--- config.mk ---
export PLATFORM = sky130hd
export DESIGN_NAME = sgc_top
export DESIGN_NICKNAME = d
export VERILOG_FILES = /design/src/sgc_pkg.sv /design/src/sgc_win_if.sv /design/src/sgc_top.sv /design/src/sgc_io_window.sv
export SDC_FILE = /design/constraint.sdc
export NUM_CORES = 1
export LEC_CHECK = 0
export ABC_AREA = 1
export BUFFER_PORTS_ARGS = -buffer_cell sky130_fd_sc_hd__buf_2
export CORE_UTILIZATION = 53
export CTS_CLUSTER_SIZE = 14
export DETAILED_ROUTE_END_ITERATION = 8
export HOLD_SLACK_MARGIN = 0.08
export PLACE_DENSITY = 0.8
export SLEW_MARGIN = 20
export SYNTH_ARGS = -nofsm -noshare
export SYNTH_HDL_FRONTEND = slang
export SYNTH_SLANG_ARGS = --single-unit
--- constraint.sdc ---
create_clock -name sys_clk -period 1.4 [get_ports sys_clk]
set_input_delay 0 -clock sys_clk [delete_from_list [all_inputs] [get_ports sys_clk]]
set_output_delay 0 -clock sys_clk [all_outputs]
set_load 0.02 [all_outputs]
--- src/sgc_pkg.sv ---
// Constants shared by the socket global control block and its window module.
// Assumes an 8-bit register port at the printed socket offsets, one clock.
// Notes on behaviour
// - Global control bits 7 to 5 read zero and ignore writes.
// - Bit 4 picks card B interrupt signalling: 0 edge (default), 1 level.
// - Bit 3 picks card A interrupt signalling: 0 edge (default), 1 level.
// - Bit 2 picks flag clearing: 0 clear on read, 1 clear by writing one.
// - Bit 1 picks status change interrupt signalling: 0 edge, 1 level.
// - Bit 0 set floats card outputs until an active card cycle runs.
// - In power-down, outputs float again after each active card cycle.
// - Power-down still takes card interrupts; only a card access wakes outputs.
// - Global control bits 2 to 0 clear only on global hard reset.
// - Window low byte holds offset bits 7 to 0; bit 0 reads zero.
// - Window high byte holds offset bits 15 to 8, all read/write, reset zero.
// - Write-back clear of card detect flag also clears software trigger bit.
package sgc_pkg;

  localparam int ADDR_W = 12;
  localparam int DATA_W = 8;
  localparam int CSC_W = 4;

  localparam logic [11:0] OFF_CSC = 12'h804;
  localparam logic [11:0] OFF_CSC_MASK = 12'h805;
  localparam logic [11:0] OFF_CD_GEN = 12'h816;
  localparam logic [11:0] OFF_GCTRL = 12'h81e;
  localparam logic [11:0] OFF_WIN0_LO = 12'h836;
  localparam logic [11:0] OFF_WIN0_HI = 12'h837;
  localparam logic [11:0] OFF_WIN1_LO = 12'h838;
  localparam logic [11:0] OFF_WIN1_HI = 12'h839;

  localparam int GC_IRQ_B_BIT = 4;
  localparam int GC_IRQ_A_BIT = 3;
  localparam int GC_IFC_BIT = 2;
  localparam int GC_CSCM_BIT = 1;
  localparam int GC_PD_BIT = 0;
  localparam int CD_FLAG_BIT = 3;
  localparam int SWCD_BIT = 5;

  localparam logic [1:0] GC_HI_RST = 2'h0;
  localparam logic [2:0] GC_LO_RST = 3'h0;
  localparam logic [3:0] CSC_RST = 4'h0;
  localparam logic [3:0] MASK_RST = 4'h0;
  localparam logic [6:0] WIN_LO_RST = 7'h00;
  localparam logic [7:0] WIN_HI_RST = 8'h00;
  localparam logic [7:0] RDATA_IDLE = 8'h00;

endpackage

--- src/sgc_win_if.sv ---
// Interface between the register decoder and one I/O window register pair.
// Assumes both ends run on the same clock as the top module.
`timescale 1ns/100ps
`default_nettype none
interface sgc_win_if;
  logic wr_lo;
  logic wr_hi;
  logic [7:0] wdata;
  logic [15:0] offset;

  modport regs (
    input wr_lo,
    input wr_hi,
    input wdata,
    output offset
  );

  modport ctrl (
    output wr_lo,
    output wr_hi,
    output wdata,
    input offset
  );
endinterface
`default_nettype wire

--- src/sgc_top.sv ---
// Socket global control, card status change flags and I/O window offsets.
// Assumes a same-clock register master, card interrupt pins from outside,
// and status events as one-cycle pulses from same-clock socket logic.
//
// The plain strobed port was chosen for this implementation.
`timescale 1ns/100ps
`default_nettype none
module sgc_top (
  input wire logic sys_clk,
  input wire logic resetn,
  input wire logic global_hard_reset_n,
  input wire logic ce,
  input wire logic [11:0] reg_addr,
  input wire logic [7:0] reg_wdata,
  input wire logic reg_wr,
  input wire logic reg_rd,
  output logic [7:0] reg_rdata,
  input wire logic card_a_irq_pin,
  input wire logic card_b_irq_pin,
  input wire logic [3:0] status_event,
  input wire logic card_cycle_req,
  output logic card_drive_en,
  output logic host_irq_a,
  output logic host_irq_b,
  output logic csc_irq,
  output logic power_down,
  output logic sw_cd_trigger,
  output logic [15:0] io_win0_offset,
  output logic [15:0] io_win1_offset
);

  logic rst_any;
  logic [1:0] gctrl_hi_r;
  logic [2:0] gctrl_lo_r;
  logic [3:0] csc_r;
  logic [3:0] csc_nxt;
  logic [3:0] mask_r;
  logic swcd_r;
  logic pending_d_r;
  logic csc_irq_r;
  logic a_s1_r;
  logic a_s2_r;
  logic a_d_r;
  logic b_s1_r;
  logic b_s2_r;
  logic b_d_r;
  logic host_irq_a_r;
  logic host_irq_b_r;
  logic card_drive_en_r;
  logic [7:0] reg_rdata_r;

  sgc_win_if win0_if ();
  sgc_win_if win1_if ();

  // Soft reset leaves the sticky control bits alone
  assign rst_any = !resetn || !global_hard_reset_n;

  wire sel_gctrl = reg_addr == sgc_pkg::OFF_GCTRL;
  wire sel_csc = reg_addr == sgc_pkg::OFF_CSC;
  wire sel_mask = reg_addr == sgc_pkg::OFF_CSC_MASK;
  wire sel_cdgen = reg_addr == sgc_pkg::OFF_CD_GEN;
  wire sel_w0l = reg_addr == sgc_pkg::OFF_WIN0_LO;
  wire sel_w0h = reg_addr == sgc_pkg::OFF_WIN0_HI;
  wire sel_w1l = reg_addr == sgc_pkg::OFF_WIN1_LO;
  wire sel_w1h = reg_addr == sgc_pkg::OFF_WIN1_HI;

  wire wr_gctrl = reg_wr && sel_gctrl;
  wire wr_csc = reg_wr && sel_csc;
  wire rd_csc = reg_rd && sel_csc;
  wire wr_mask = reg_wr && sel_mask;
  wire wr_cdgen = reg_wr && sel_cdgen;

  wire lvl_b = gctrl_hi_r[sgc_pkg::GC_IRQ_B_BIT - 3];
  wire lvl_a = gctrl_hi_r[sgc_pkg::GC_IRQ_A_BIT - 3];
  wire ifc_mode = gctrl_lo_r[sgc_pkg::GC_IFC_BIT];
  wire csc_lvl = gctrl_lo_r[sgc_pkg::GC_CSCM_BIT];
  wire pd = gctrl_lo_r[sgc_pkg::GC_PD_BIT];

  // Global control: reserved upper bits are never stored
  always_ff @(posedge sys_clk) begin
    if (rst_any) begin
      gctrl_hi_r <= sgc_pkg::GC_HI_RST;
    end else if (ce && wr_gctrl) begin
      gctrl_hi_r <= reg_wdata[4:3];
    end
  end

  always_ff @(posedge sys_clk) begin
    if (!global_hard_reset_n) begin
      gctrl_lo_r <= sgc_pkg::GC_LO_RST;
    end else if (ce && wr_gctrl) begin
      gctrl_lo_r <= reg_wdata[2:0];
    end
  end

  // Software card detect only counts while its card detect enable is set
  wire swcd_set = wr_cdgen && reg_wdata[sgc_pkg::SWCD_BIT]
    && mask_r[sgc_pkg::CD_FLAG_BIT];
  wire [3:0] csc_event = status_event
    | {swcd_set, 3'b000};
  wire [3:0] csc_wb_clr = (ifc_mode && wr_csc) ? reg_wdata[3:0] : 4'h0;
  wire [3:0] csc_rd_clr = (!ifc_mode && rd_csc) ? 4'hf : 4'h0;
  // A new event in the clearing cycle survives: set wins over clear
  assign csc_nxt = (csc_r & ~(csc_wb_clr | csc_rd_clr)) | csc_event;

  always_ff @(posedge sys_clk) begin
    if (rst_any) begin
      csc_r <= sgc_pkg::CSC_RST;
    end else if (ce) begin
      csc_r <= csc_nxt;
    end
  end

  always_ff @(posedge sys_clk) begin
    if (rst_any) begin
      mask_r <= sgc_pkg::MASK_RST;
    end else if (ce && wr_mask) begin
      mask_r <= reg_wdata[3:0];
    end
  end

  wire swcd_wb_clr = csc_wb_clr[sgc_pkg::CD_FLAG_BIT];
  wire swcd_clr = swcd_wb_clr || (!ifc_mode && rd_csc);

  always_ff @(posedge sys_clk) begin
    if (rst_any) begin
      swcd_r <= 1'b0;
    end else if (ce && swcd_set) begin
      swcd_r <= 1'b1;
    end else if (ce && swcd_clr) begin
      swcd_r <= 1'b0;
    end
  end

  // Status change interrupt, pulse or level per mode
  wire pending = |(csc_r & mask_r);
  wire csc_irq_nxt = csc_lvl ? pending : (pending && !pending_d_r);

  always_ff @(posedge sys_clk) begin
    if (rst_any) begin
      pending_d_r <= 1'b0;
      csc_irq_r <= 1'b0;
    end else if (ce) begin
      pending_d_r <= pending;
      csc_irq_r <= csc_irq_nxt;
    end
  end

  // Card interrupt pins are asynchronous; two stages before any use
  always_ff @(posedge sys_clk) begin
    if (rst_any) begin
      a_s1_r <= 1'b0;
      a_s2_r <= 1'b0;
      b_s1_r <= 1'b0;
      b_s2_r <= 1'b0;
    end else if (ce) begin
      a_s1_r <= card_a_irq_pin;
      a_s2_r <= a_s1_r;
      b_s1_r <= card_b_irq_pin;
      b_s2_r <= b_s1_r;
    end
  end

  // Power-down does not gate these paths, so requests still reach the host
  wire host_irq_a_nxt = lvl_a ? a_s2_r : (a_s2_r && !a_d_r);
  wire host_irq_b_nxt = lvl_b ? b_s2_r : (b_s2_r && !b_d_r);

  always_ff @(posedge sys_clk) begin
    if (rst_any) begin
      a_d_r <= 1'b0;
      b_d_r <= 1'b0;
      host_irq_a_r <= 1'b0;
      host_irq_b_r <= 1'b0;
    end else if (ce) begin
      a_d_r <= a_s2_r;
      b_d_r <= b_s2_r;
      host_irq_a_r <= host_irq_a_nxt;
      host_irq_b_r <= host_irq_b_nxt;
    end
  end

  // Card outputs float in power-down except during an access; outputs are
  // released during reset so a sticky power-down is never violated
  wire card_drive_nxt = !pd || card_cycle_req;

  always_ff @(posedge sys_clk) begin
    if (rst_any) begin
      card_drive_en_r <= 1'b0;
    end else if (ce) begin
      card_drive_en_r <= card_drive_nxt;
    end
  end

  assign win0_if.wr_lo = reg_wr && sel_w0l;
  assign win0_if.wr_hi = reg_wr && sel_w0h;
  assign win0_if.wdata = reg_wdata;
  assign win1_if.wr_lo = reg_wr && sel_w1l;
  assign win1_if.wr_hi = reg_wr && sel_w1h;
  assign win1_if.wdata = reg_wdata;

  sgc_io_window u_win0 (
    .sys_clk(sys_clk),
    .clear(rst_any),
    .ce(ce),
    .win(win0_if)
  );

  sgc_io_window u_win1 (
    .sys_clk(sys_clk),
    .clear(rst_any),
    .ce(ce),
    .win(win1_if)
  );

  // Read mux; the trigger register is write-only and reads zero
  wire [7:0] rd_word =
    sel_gctrl ? {3'b000, gctrl_hi_r, gctrl_lo_r} :
    sel_csc ? {4'h0, csc_r} :
    sel_mask ? {4'h0, mask_r} :
    sel_w0l ? win0_if.offset[7:0] :
    sel_w0h ? win0_if.offset[15:8] :
    sel_w1l ? win1_if.offset[7:0] :
    sel_w1h ? win1_if.offset[15:8] :
    sgc_pkg::RDATA_IDLE;

  // Read data stand for exactly the cycle after the strobe
  always_ff @(posedge sys_clk) begin
    if (rst_any) begin
      reg_rdata_r <= sgc_pkg::RDATA_IDLE;
    end else if (ce) begin
      reg_rdata_r <= reg_rd ? rd_word : sgc_pkg::RDATA_IDLE;
    end
  end

  assign reg_rdata = reg_rdata_r;
  assign card_drive_en = card_drive_en_r;
  assign host_irq_a = host_irq_a_r;
  assign host_irq_b = host_irq_b_r;
  assign csc_irq = csc_irq_r;
  assign power_down = pd;
  assign sw_cd_trigger = swcd_r;
  assign io_win0_offset = win0_if.offset;
  assign io_win1_offset = win1_if.offset;
endmodule
`default_nettype wire

--- src/sgc_io_window.sv ---
// One 16-bit I/O window offset, stored as a low byte and a high byte.
// Assumes single-cycle write strobes from the decoder on the same clock.
`timescale 1ns/100ps
`default_nettype none
module sgc_io_window (
  input wire logic sys_clk,
  input wire logic clear,
  input wire logic ce,
  sgc_win_if.regs win
);

  // Bit 0 is not stored at all, so no write can ever set it
  logic [6:0] lo_r;
  logic [7:0] hi_r;

  always_ff @(posedge sys_clk) begin
    if (clear) begin
      lo_r <= sgc_pkg::WIN_LO_RST;
    end else if (ce && win.wr_lo) begin
      lo_r <= win.wdata[7:1];
    end
  end

  always_ff @(posedge sys_clk) begin
    if (clear) begin
      hi_r <= sgc_pkg::WIN_HI_RST;
    end else if (ce && win.wr_hi) begin
      hi_r <= win.wdata;
    end
  end

  assign win.offset = {hi_r, lo_r, 1'b0};
endmodule
`default_nettype wire

==> metrics.csv, run 1 <==
stage,metric,value,unit
outcome,outcome,finished clean,
drt,Vias,3324,
cells_and_area,most frequent cells in the layout,"nand2_1, buf_2, dfxtp_1",
clocking,Post-CTS Setup Repair Bufs,0,
sta,unrepaired setup endpoints after global routing,false,
sta,Peak Freq,0.7506,GHz
yosys,sequential area share after synthesis,0.4135,
yosys,cell count after synthesis,429,
place,Placed Area,0.003517,sq mm
drt,WL per Instance,14.42,microns
pwr,Leak,1.769,nW
yosys,synth top area cells,"dfxtp_1, nand2_1, a21oi_1",
drt,Initial DRC Count,354,
clocking,clock-pin slew on the worst setup and hold paths,70,ps
setup_path,critical-path cell list,dlygate4sd3_1 -> buf_2 -> nand2_1 -> dlygate4sd3_1 -> a21oi_1,
global_routing,first-pass GRT wire length,14470,microns
place,placed cells,574,
yosys,synthesized area per cell,7.111,sq um
sta,"Period Utilization, post-route",0.9517,
sta,setup TNS,0,ps
sta,Tmin final,1332,ps
sta,Setup-failing EPs final,0,
yosys,Async SR Flop Fraction,0,
clocking,H-tree depth,3,
setup_path,"Data required, critical path",1670,ps
cells_and_area,layout cells sized above 1,0.2597,
drt,"antenna viol nets, final",0,
setup_path,Critical Path Source Type,primary input,
global_routing,initial antenna violation count,0,
die,starting density of the core,0.5506,
drt,remaining routing DRC violations,0,
place,placed wire-length estimate,6156,microns
global_routing,GRT overflow,0,
sta,Final Max Slew Viols,0,
yosys,main flop type after synthesis,dfxtp_1,
global_routing,pin count of the biggest net entering global routing,38,
cells_and_area,Util after Layout,0.7062,
yosys,largest area contributor in the netlist,dfxtp_1,
cells_and_area,Finished Layout Cells,611,
setup_path,slowest cell on the critical path,dlygate4sd3_1,
hold_path,worst hold stages,5,
hold_path,worst hold path class,primary input to flop,
run,maxcap violations,0,
setup_path,CP dominant cell by count,dlygate4sd3_1,
die,Die W,77.87,microns
global_routing,total track usage,0.3091,
yosys,Netlist Area Pre-Place,0.003050,sq mm
cells_and_area,Synth-to-Final Area Change,28.26,%
yosys,"Distinct cells, synth",35,
setup_path,Critical Path AT,1600,ps
clocking,Num CTS Buffers,9,
sta,Setup Skew,8.014,ps
clocking,CTS tree,done,
die,DIE HEIGHT,77.87,microns
cells_and_area,"most common cell after layout, fill and taps aside",nand2_1,
clocking,Clock Latency Late Sink,330,ps
place,GPL Wtd Cong,0.8801,
yosys,number of synthesized flops with an enable pin,0,
cells_and_area,ANT cells,0,
yosys,yosys warns,0,
pwr,P per Cell Area,896.4,mW/mm^2
die,# rows,27,
drt,DR vias/cell,5.440,
yosys,Synth top area share,0.4135,
sta,Hold Fails Final Rpt,0,
clocking,CTS max path bufs,2,
pwr,Max VDD drop,0.7745,mV
die,core area,0.005540,sq mm
drt,DR pass1 iterations,5,
setup_path,Critical Path End Type,flop,
place,Port Buffer Count,76,
setup_path,Worst Setup Path Type,primary input to flop,
setup_path,worst reg-to-reg path cell count,3,
setup_path,CP Max Fanout,9,
clocking,clock root cell,clkbuf_8,
setup_path,CP peak stage delay,620,ps
die,DIE AREA,0.006063,sq mm
drt,Routed WL,8811,microns
cells_and_area,Final Net Count,567,
clocking,CTS sink count,63,
die,IO Pins,79,
yosys,Yosys reg bits,63,
global_routing,vias in the first global route,3078,
cells_and_area,post-route design area,0.003913,sq mm
## final timing paths
kind | start | endpoint | slack, ps
setup / recovery | ce | csc_r[0]$_SDFFE_PP0P_ | 70
hold / removal | reg_wr | sw_cd_trigger$_SDFFE_PP0P_ | 110
setup reg to reg | card_drive_en$_SDFFE_PP0P_ | card_drive_en$_SDFFE_PP0P_ | 230
hold reg to reg | reg_rdata[6]$_SDFFE_PP0P_ | reg_rdata[6]$_SDFFE_PP0P_ | 460
## critical path: cells and delay by family
kind,cells,cell delay (ps)
compound gates,1,160
buf+inv,3,1320
simple gates,1,120
## power breakdown
part | switching [mW] | internal [mW] | total, mW
Sequential | 0.00492 | 1.80 | 1.80
Clock | 0.720 | 0.695 | 1.41
Combinational | 0.174 | 0.115 | 0.289
Total | 0.898 | 2.61 | 3.51
## final cells by class
cell class	count	area, sq um
inverters	55	212.7
clock inverters	6	43.79
flip-flops and latches	63	1261
fillers	464	1628
multi-input cells	299	1509
well taps	72	90.09
clock buffers	10	137.6
repair buffers	106	658.1
## logic make-up (layout without fill, tap and decap cells)
logic type      count (synthesis)  count (layout)  share of synthesized area
compound gates                114             114                     0.1957
buf+inv                        68             177                    0.09311
flops                          63              63                     0.4135
other cells                     1               2                   0.001229
simple gates                  183             183                     0.2965
## synth_stat cells (2+ instances only)
library cell  count
nor2_1           45
o211ai_1          4
nand3b_1          3
buf_2             3
nor2_2            4
nand3_1          19
clkinv_2          2
inv_2             6
nand4_1           5
nor3_2            2
inv_1            46
clkbuf_1          5
o21ai_1           5
nand2_1          81
buf_6             2
o21ai_0          43
nand2_4           3
buf_4             2
nor2_4            6
dfxtp_1          63
nand2_2           9
a21oi_1          56
o21bai_1          3
## repair_timing
action | 4_1_cts | 5_1_grt
gates resized for setup | 0 | 1
endpoints found under the hold margin | 44 | 0
hold buffers | 21 | 0
setup endpoints to repair | 0 | 18
## per-stage QoR
stage	setup WS, ps	hold slack (ps)	total power [mW]
after floorplan	309.6	134.9	1.977
final	67.65	106.1	3.507
after CTS	28.60	93.30	3.520
after global placement	73.40	254.2	2.075
after global routing	30.45	113.4	3.642
after detailed placement	39.77	260.4	2.077
## flip-flops by register name, indices dropped and copies added (netlist names)
signal,count
a_d_r,1
a_s1_r,1
a_s2_r,1
b_d_r,1
b_s1_r,1
b_s2_r,1
card_drive_en,1
csc_irq,1
csc_r,4
gctrl_hi_r,2
gctrl_lo_r,3
host_irq_a,1
host_irq_b,1
mask_r,4
pending_d_r,1
reg_rdata,8
sw_cd_trigger,1
u_win0.hi_r,8
u_win0.lo_r,7
u_win1.hi_r,8
u_win1.lo_r,7
## metal layers
layer	vias to the layer above	wire (microns)	track usage
li1	1604	-	-
met1	1517	3585	0.3893
met2	169	4217	0.5027
met3	34	723	0.07176
met4	0	284	0.1340
met5	-	0	0
No activity file was read; power rests on OpenSTA's default activity.
==> run 2, diff against run 1 <==
==> constraint.sdc (replaced) <==
create_clock -name sys_clk -period 1.4 [get_ports sys_clk]
set_input_delay 0.07 -clock sys_clk [delete_from_list [all_inputs] [get_ports sys_clk]]
set_output_delay 0.07 -clock sys_clk [all_outputs]
set_load 0.02 [all_outputs]
==> metrics.csv, run 2 (same netlist as run 1, synthesis figures left out) <==
stage,metric,value,unit,change
outcome,outcome,finished clean,,
cells_and_area,layout cells sized above 1,0.2680,,+0.008282
cells_and_area,ANT cells,0,,unchanged
pwr,Leak,1.776,nW,+0.36%
pwr,internal power,2.584,mW,-0.97%
drt,Top Layer Used,met4,,
clocking,CTS max path bufs,2,,unchanged
drt,DR pass1 iterations,5,,unchanged
die,DIE AREA,0.006063,sq mm,unchanged
clocking,CTS tree,done,,
hold_path,worst hold path class,primary input to flop,,
clocking,clock root cell,clkbuf_8,,
die,# rows,27,,unchanged
drt,"antenna viol nets, final",0,,unchanged
sta,"Period Utilization, post-route",0.9446,,-0.007041
pwr,P per Cell Area,879.3,mW/mm^2,-1.9%
place,Port Buffer Count,76,,unchanged
global_routing,total track usage,0.3109,,+0.001816
die,starting density of the core,0.5506,,unchanged
setup_path,Worst Setup Path Type,primary input to flop,,
place,placed cells,580,,+1.0%
clocking,clock-pin slew on the worst setup and hold paths,70,ps,about the same
place,GPL Wtd Cong,0.9681,,+10%
drt,Vias,3282,,-1.3%
global_routing,GRT overflow,0,,unchanged
setup_path,CP startpoint,ce,,
drt,DR vias/cell,5.354,,-1.6%
hold_path,hold wc startpoint,reg_rd,,
sta,hold slack,157.2,ps,+51.12 ps
global_routing,initial antenna violation count,0,,unchanged
pwr,Switch Pwr,851.1,uW,-5.2%
drt,Metal-1 WL,3629,microns,+1.2%
cells_and_area,most frequent cells in the layout,"nand2_1, buf_2, dfxtp_1",,
cells_and_area,Final Net Count,570,,+0.53%
pwr,combinational share of power,0.083,,about the same
clocking,H-tree depth,3,,unchanged
die,core area,0.005540,sq mm,unchanged
setup_path,Critical Path End Type,flop,,
pwr,Max VDD drop,0.6709,mV,-13%
die,IO Pins,79,,unchanged
cells_and_area,Synth-to-Final Area Change,28.06,%,
sta,Peak Freq,0.7561,GHz,+0.75%
sta,Final Max Slew Viols,0,,unchanged
hold_path,worst hold stages,5,,unchanged
drt,WL per Instance,14.25,microns,-1.2%
drt,Routed met3 length,794,microns,+9.8%
sta,Setup Skew,6.224,ps,-1.790 ps
setup_path,RR Startpoint,csc_r[1]$_SDFFE_PP0P_,,
cells_and_area,"most common cell after layout, fill and taps aside",nand2_1,,
drt,remaining routing DRC violations,0,,unchanged
drt,Routed WL,8738,microns,-0.83%
setup_path,"Data required, critical path",1620,ps,-50 ps
sta,Tmin final,1322,ps,-9.858 ps
clocking,CTS sink count,63,,unchanged
pwr,Sw Ratio,0.2478,,-0.008313
cells_and_area,Finished Layout Cells,613,,+0.33%
setup_path,CP Max Fanout,18,,+9
global_routing,first-pass GRT wire length,14510,microns,+0.28%
setup_path,Critical Path Source Type,primary input,,
pwr,Flop pwr share,0.525,,+0.011
die,DIE HEIGHT,77.87,microns,unchanged
drt,metal2 WL,4030,microns,-4.4%
global_routing,pin count of the biggest net entering global routing,38,,unchanged
place,placed wire-length estimate,6175,microns,+0.31%
global_routing,vias in the first global route,3061,,-0.55%
setup_path,worst reg-to-reg path cell count,5,,+2
setup_path,Critical Path AT,1540,ps,-60 ps
pwr,Clock power frac,0.392,,-0.011
die,Die W,77.87,microns,unchanged
drt,Initial DRC Count,244,,-31%
sta,Setup-failing EPs final,0,,unchanged
clocking,Num CTS Buffers,9,,unchanged
run,maxcap violations,0,,unchanged
clocking,Clock Latency Late Sink,340,ps,about the same
sta,unrepaired setup endpoints after global routing,true,,
sta,Hold Fails Final Rpt,0,,unchanged
-- run 2: cell types whose count changed in the layout (fill, tap and decap cells not counted) --
cell,delta
buf_4,+6
clkbuf_1,+1
clkinv_1,+1
clkinv_2,+1
clkinv_4,-2
clkinvlp_4,-1
dlygate4sd3_1,-3
inv_1,-2
inv_2,+2
inv_6,-1
o21ai_0,-2
o21ai_1,+2
-- run 2: final timing paths --
path	slack (ps)	to
worst max-delay path	80	reg_rdata[0]$_SDFFE_PP0P_
worst min-delay path	160	reg_rdata[1]$_SDFFE_PP0P_
worst max register to register	230	csc_irq$_SDFFE_PP0P_
worst min register to register	460	reg_rdata[7]$_SDFFE_PP0P_
-- run 2: metal layers --
| metal | vias to the layer above | GRT usage |
|---|---|---|
| li1 | 1607 | - |
| met1 | 1477 | 0.3971 |
| met2 | 168 | 0.4894 |
| met3 | 30 | 0.07647 |
| met4 | 0 | 0.1491 |
| met5 | - | 0 |
-- run 2: cell type report --
class / instances / area, sq um
clock buffer: 11 / 141.4
clock inverter: 4 / 22.52
fill: 457 / 1634
inverter: 55 / 209.0
multi-input combinational: 299 / 1509
sequential: 63 / 1261
tap: 72 / 90.09
timing repair buffer: 109 / 673.1
-- run 2: repair_timing --
action / CTS / global route
endpoints found under the hold margin: 25 / 0
setup endpoints to repair: 0 / 17
gates resized for setup: 0 / 4
buffers inserted: 0 / 0
hold buffers: 18 / 0
-- run 2: worst max-delay path: stages --
cell and delay [ps]:
dlygate4sd3_1 520, buf_2 200, clkinv_1 430, nand2_1 240, a21oi_2 80
-- run 2: power by group through the flow --
| stage | Clock, mW | Combinational (mW) | Sequential [mW] |
|---|---|---|---|
| 3_5_place_dp | 0 | 0.237 | 1.85 |
| 6_report | 1.35 | 0.284 | 1.80 |
| 4_1_cts | 1.36 | 0.277 | 1.80 |
| 3_3_place_gp | 0 | 0.234 | 1.85 |
| 2_1_floorplan | 0 | 0.132 | 1.85 |
| 5_1_grt | 1.46 | 0.310 | 1.80 |
-- run 2: per-stage QoR --
step           total power [mW]  utilization  area, sq um  setup TNS (ps)  setup slack (ps)
3_5_place_dp              2.082       0.6430         3562          -104.9            -27.94
3_3_place_gp              2.079       0.6430         3562               0             14.88
5_1_grt                   3.576       0.7051         3906          -12.54            -12.54
6_report                  3.435       0.7051         3906               0             77.50
4_1_cts                   3.443       0.7051         3906               0             13.77
2_1_floorplan             1.977            -         3054               0             239.6
==> run 3, diff against run 2 <==
--- a/config.mk
+++ b/config.mk
@@ -7,11 +7,11 @@
 export LEC_CHECK = 0
 export ABC_AREA = 1
 export BUFFER_PORTS_ARGS = -buffer_cell sky130_fd_sc_hd__buf_2
-export CORE_UTILIZATION = 53
+export CORE_UTILIZATION = 43
 export CTS_CLUSTER_SIZE = 14
 export DETAILED_ROUTE_END_ITERATION = 8
 export HOLD_SLACK_MARGIN = 0.08
-export PLACE_DENSITY = 0.8
+export PLACE_DENSITY = 0.67
 export SLEW_MARGIN = 20
 export SYNTH_ARGS = -nofsm -noshare
 export SYNTH_HDL_FRONTEND = slang
==> metrics.csv, run 3 (same netlist as run 1, synthesis figures left out) <==
stage,metric,value,unit,change
clocking,Num CTS Buffers,9,,unchanged
sta,Final Max Slew Viols,0,,unchanged
sta,setup slack after layout,86.82,ps,+9.321 ps
die,DIE HEIGHT,86.23,microns,+11%
cells_and_area,layout cells sized above 1,0.2704,,+0.002348
cells_and_area,most frequent cells in the layout,"nand2_1, buf_2, dfxtp_1",,
cells_and_area,Final Net Count,569,,-0.18%
place,post-place setup slack,-35.34,ps,-7.402 ps
setup_path,Worst Setup Path Type,primary input to flop,,
clocking,Post-CTS Setup Repair Bufs,0,,unchanged
clocking,clock root cell,clkbuf_8,,
pwr,Leak,1.803,nW,+1.5%
die,core area,0.006832,sq mm,+23%
setup_path,CP Max Fanout,5,,-13
pwr,Sw Ratio,0.2313,,-0.01653
setup_path,Critical Path Source Type,primary input,,
setup_path,Reg2Reg Setup Slack,210,ps,-20 ps
setup_path,worst reg-to-reg path cell count,2,,-3
hold_path,hold wc startpoint,status_event[3],,
cells_and_area,Finished Layout Cells,636,,+3.8%
pwr,Flop pwr share,0.494,,-0.031
drt,remaining routing DRC violations,0,,unchanged
die,# rows,30,,+11%
sta,setup TNS,0,ps,unchanged
die,DIE AREA,0.007435,sq mm,+23%
pwr,Clock power frac,0.431,,+0.039
sta,Setup-failing EPs final,0,,unchanged
sta,Hold Fails Final Rpt,0,,unchanged
clocking,CTS max path bufs,2,,unchanged
drt,Routed WL,8212,microns,-6.0%
clocking,PostCTS Resize Cnt,0,,unchanged
die,Die W,86.23,microns,+11%
pwr,internal power,2.809,mW,+8.7%
sta,unrepaired setup endpoints after global routing,false,,
outcome,outcome,finished clean,,
clocking,H-tree depth,3,,unchanged
global_routing,pin count of the biggest net entering global routing,38,,unchanged
pwr,Pwr Total,3.654,mW,+6.4%
setup_path,Critical Path AT,1530,ps,about the same
place,Placed Area,0.003620,sq mm,+1.6%
pwr,Max VDD drop,0.6905,mV,+2.9%
global_routing,GRT overflow,0,,unchanged
drt,"antenna viol nets, final",0,,unchanged
drt,DR vias/cell,4.855,,-9.3%
cells_and_area,ANT cells,0,,unchanged
sta,Tmin final,1313,ps,-9.321 ps
drt,Initial DRC Count,224,,-8.2%
pwr,P per Cell Area,921.1,mW/mm^2,+4.8%
place,GPL Wtd Cong,0.8735,,-9.8%
place,placed wire-length estimate,6284,microns,+1.8%
cells_and_area,"most common cell after layout, fill and taps aside",nand2_1,,
global_routing,total track usage,0.2324,,-0.07849
sta,"Period Utilization, post-route",0.9380,,-0.006658
hold_path,hold endpoint,csc_r[3]$_SDFFE_PP0P_,,
place,placed cells,606,,+4.5%
clocking,CTS tree,done,,
clocking,Clock Latency Late Sink,330,ps,about the same
setup_path,RR Startpoint,gctrl_lo_r[0]$_SDFFE_PN0P_,,
hold_path,worst hold stages,5,,unchanged
cells_and_area,Util after Layout,0.5806,,-0.1245
pwr,combinational share of power,0.075,,-0.008
clocking,clock-pin slew on the worst setup and hold paths,70,ps,about the same
drt,DR pass1 iterations,4,,-1
sta,Setup Skew,5.668,ps,-0.5567 ps
run,maxcap violations,0,,unchanged
cells_and_area,post-route design area,0.003966,sq mm,+1.5%
cells_and_area,Synth-to-Final Area Change,30.02,%,
global_routing,first-pass GRT wire length,13230,microns,-8.8%
pwr,Switch Pwr,844.9,uW,-0.73%
clocking,"Hold-fix buffers, CTS",15,,-3
drt,Vias,3088,,-5.9%
sta,Peak Freq,0.7615,GHz,+0.71%
global_routing,initial antenna violation count,0,,unchanged
die,IO Pins,79,,unchanged
sta,hold slack,106.5,ps,-50.74 ps
clocking,CTS sink count,63,,unchanged
drt,WL per Instance,12.91,microns,-9.4%
place,Port Buffer Count,76,,unchanged
setup_path,worst r2r dst,card_drive_en$_SDFFE_PP0P_,,
die,starting density of the core,0.4465,,-0.1041
hold_path,worst hold path class,primary input to flop,,
global_routing,vias in the first global route,2716,,-11%
setup_path,"Data required, critical path",1620,ps,about the same
setup_path,Critical Path End Type,flop,,
## run 3: area by class of cell
| class | count | area, sq um |
|---|---|---|
| Tap cell | 96 | 120.1 |
| Inverter | 55 | 209.0 |
| Multi-Input combinational cell | 299 | 1509 |
| Sequential cell | 63 | 1261 |
| Clock inverter | 4 | 45.04 |
| Fill cell | 674 | 2865 |
| Clock buffer | 11 | 151.4 |
| Timing Repair Buffer | 108 | 670.6 |
## run 3: power groups by stage
stage                     Clock (mW)  Sequential, mW  Combinational (mW)
after detailed placement           0            1.85               0.242
after floorplan                    0            1.85               0.132
final                           1.57            1.80               0.275
after CTS                       1.60            1.80               0.274
after global placement             0            1.84               0.239
after global routing            1.67            1.80               0.304
## run 3: layer usage
metal / global-route usage / part of all wire
met1: 0.3220 / 0.48
met2: 0.3608 / 0.45
met3: 0.04286 / 0.055
met4: 0.08636 / 0.016
met5: 0 / 0
## run 3: worst max path at each step
stage	startpoint	to	slack, ps
final	ce	card_drive_en$_SDFFE_PP0P_	90
after detailed placement	reg_addr[7]	csc_r[3]$_SDFFE_PP0P_	-40
after CTS	ce	card_drive_en$_SDFFE_PP0P_	110
after global routing	ce	u_win1.hi_r[1]$_SDFFE_PP0P_	20
after floorplan	reg_addr[11]	sw_cd_trigger$_SDFFE_PP0P_	240
after global placement	reg_addr[9]	csc_r[3]$_SDFFE_PP0P_	-0.08
## run 3: worst max-delay path, stage by stage
cell and delay [ps]:
dlygate4sd3_1 540, buf_2 150, o21ai_0 150, a31oi_1 60, dlygate4sd3_1 560
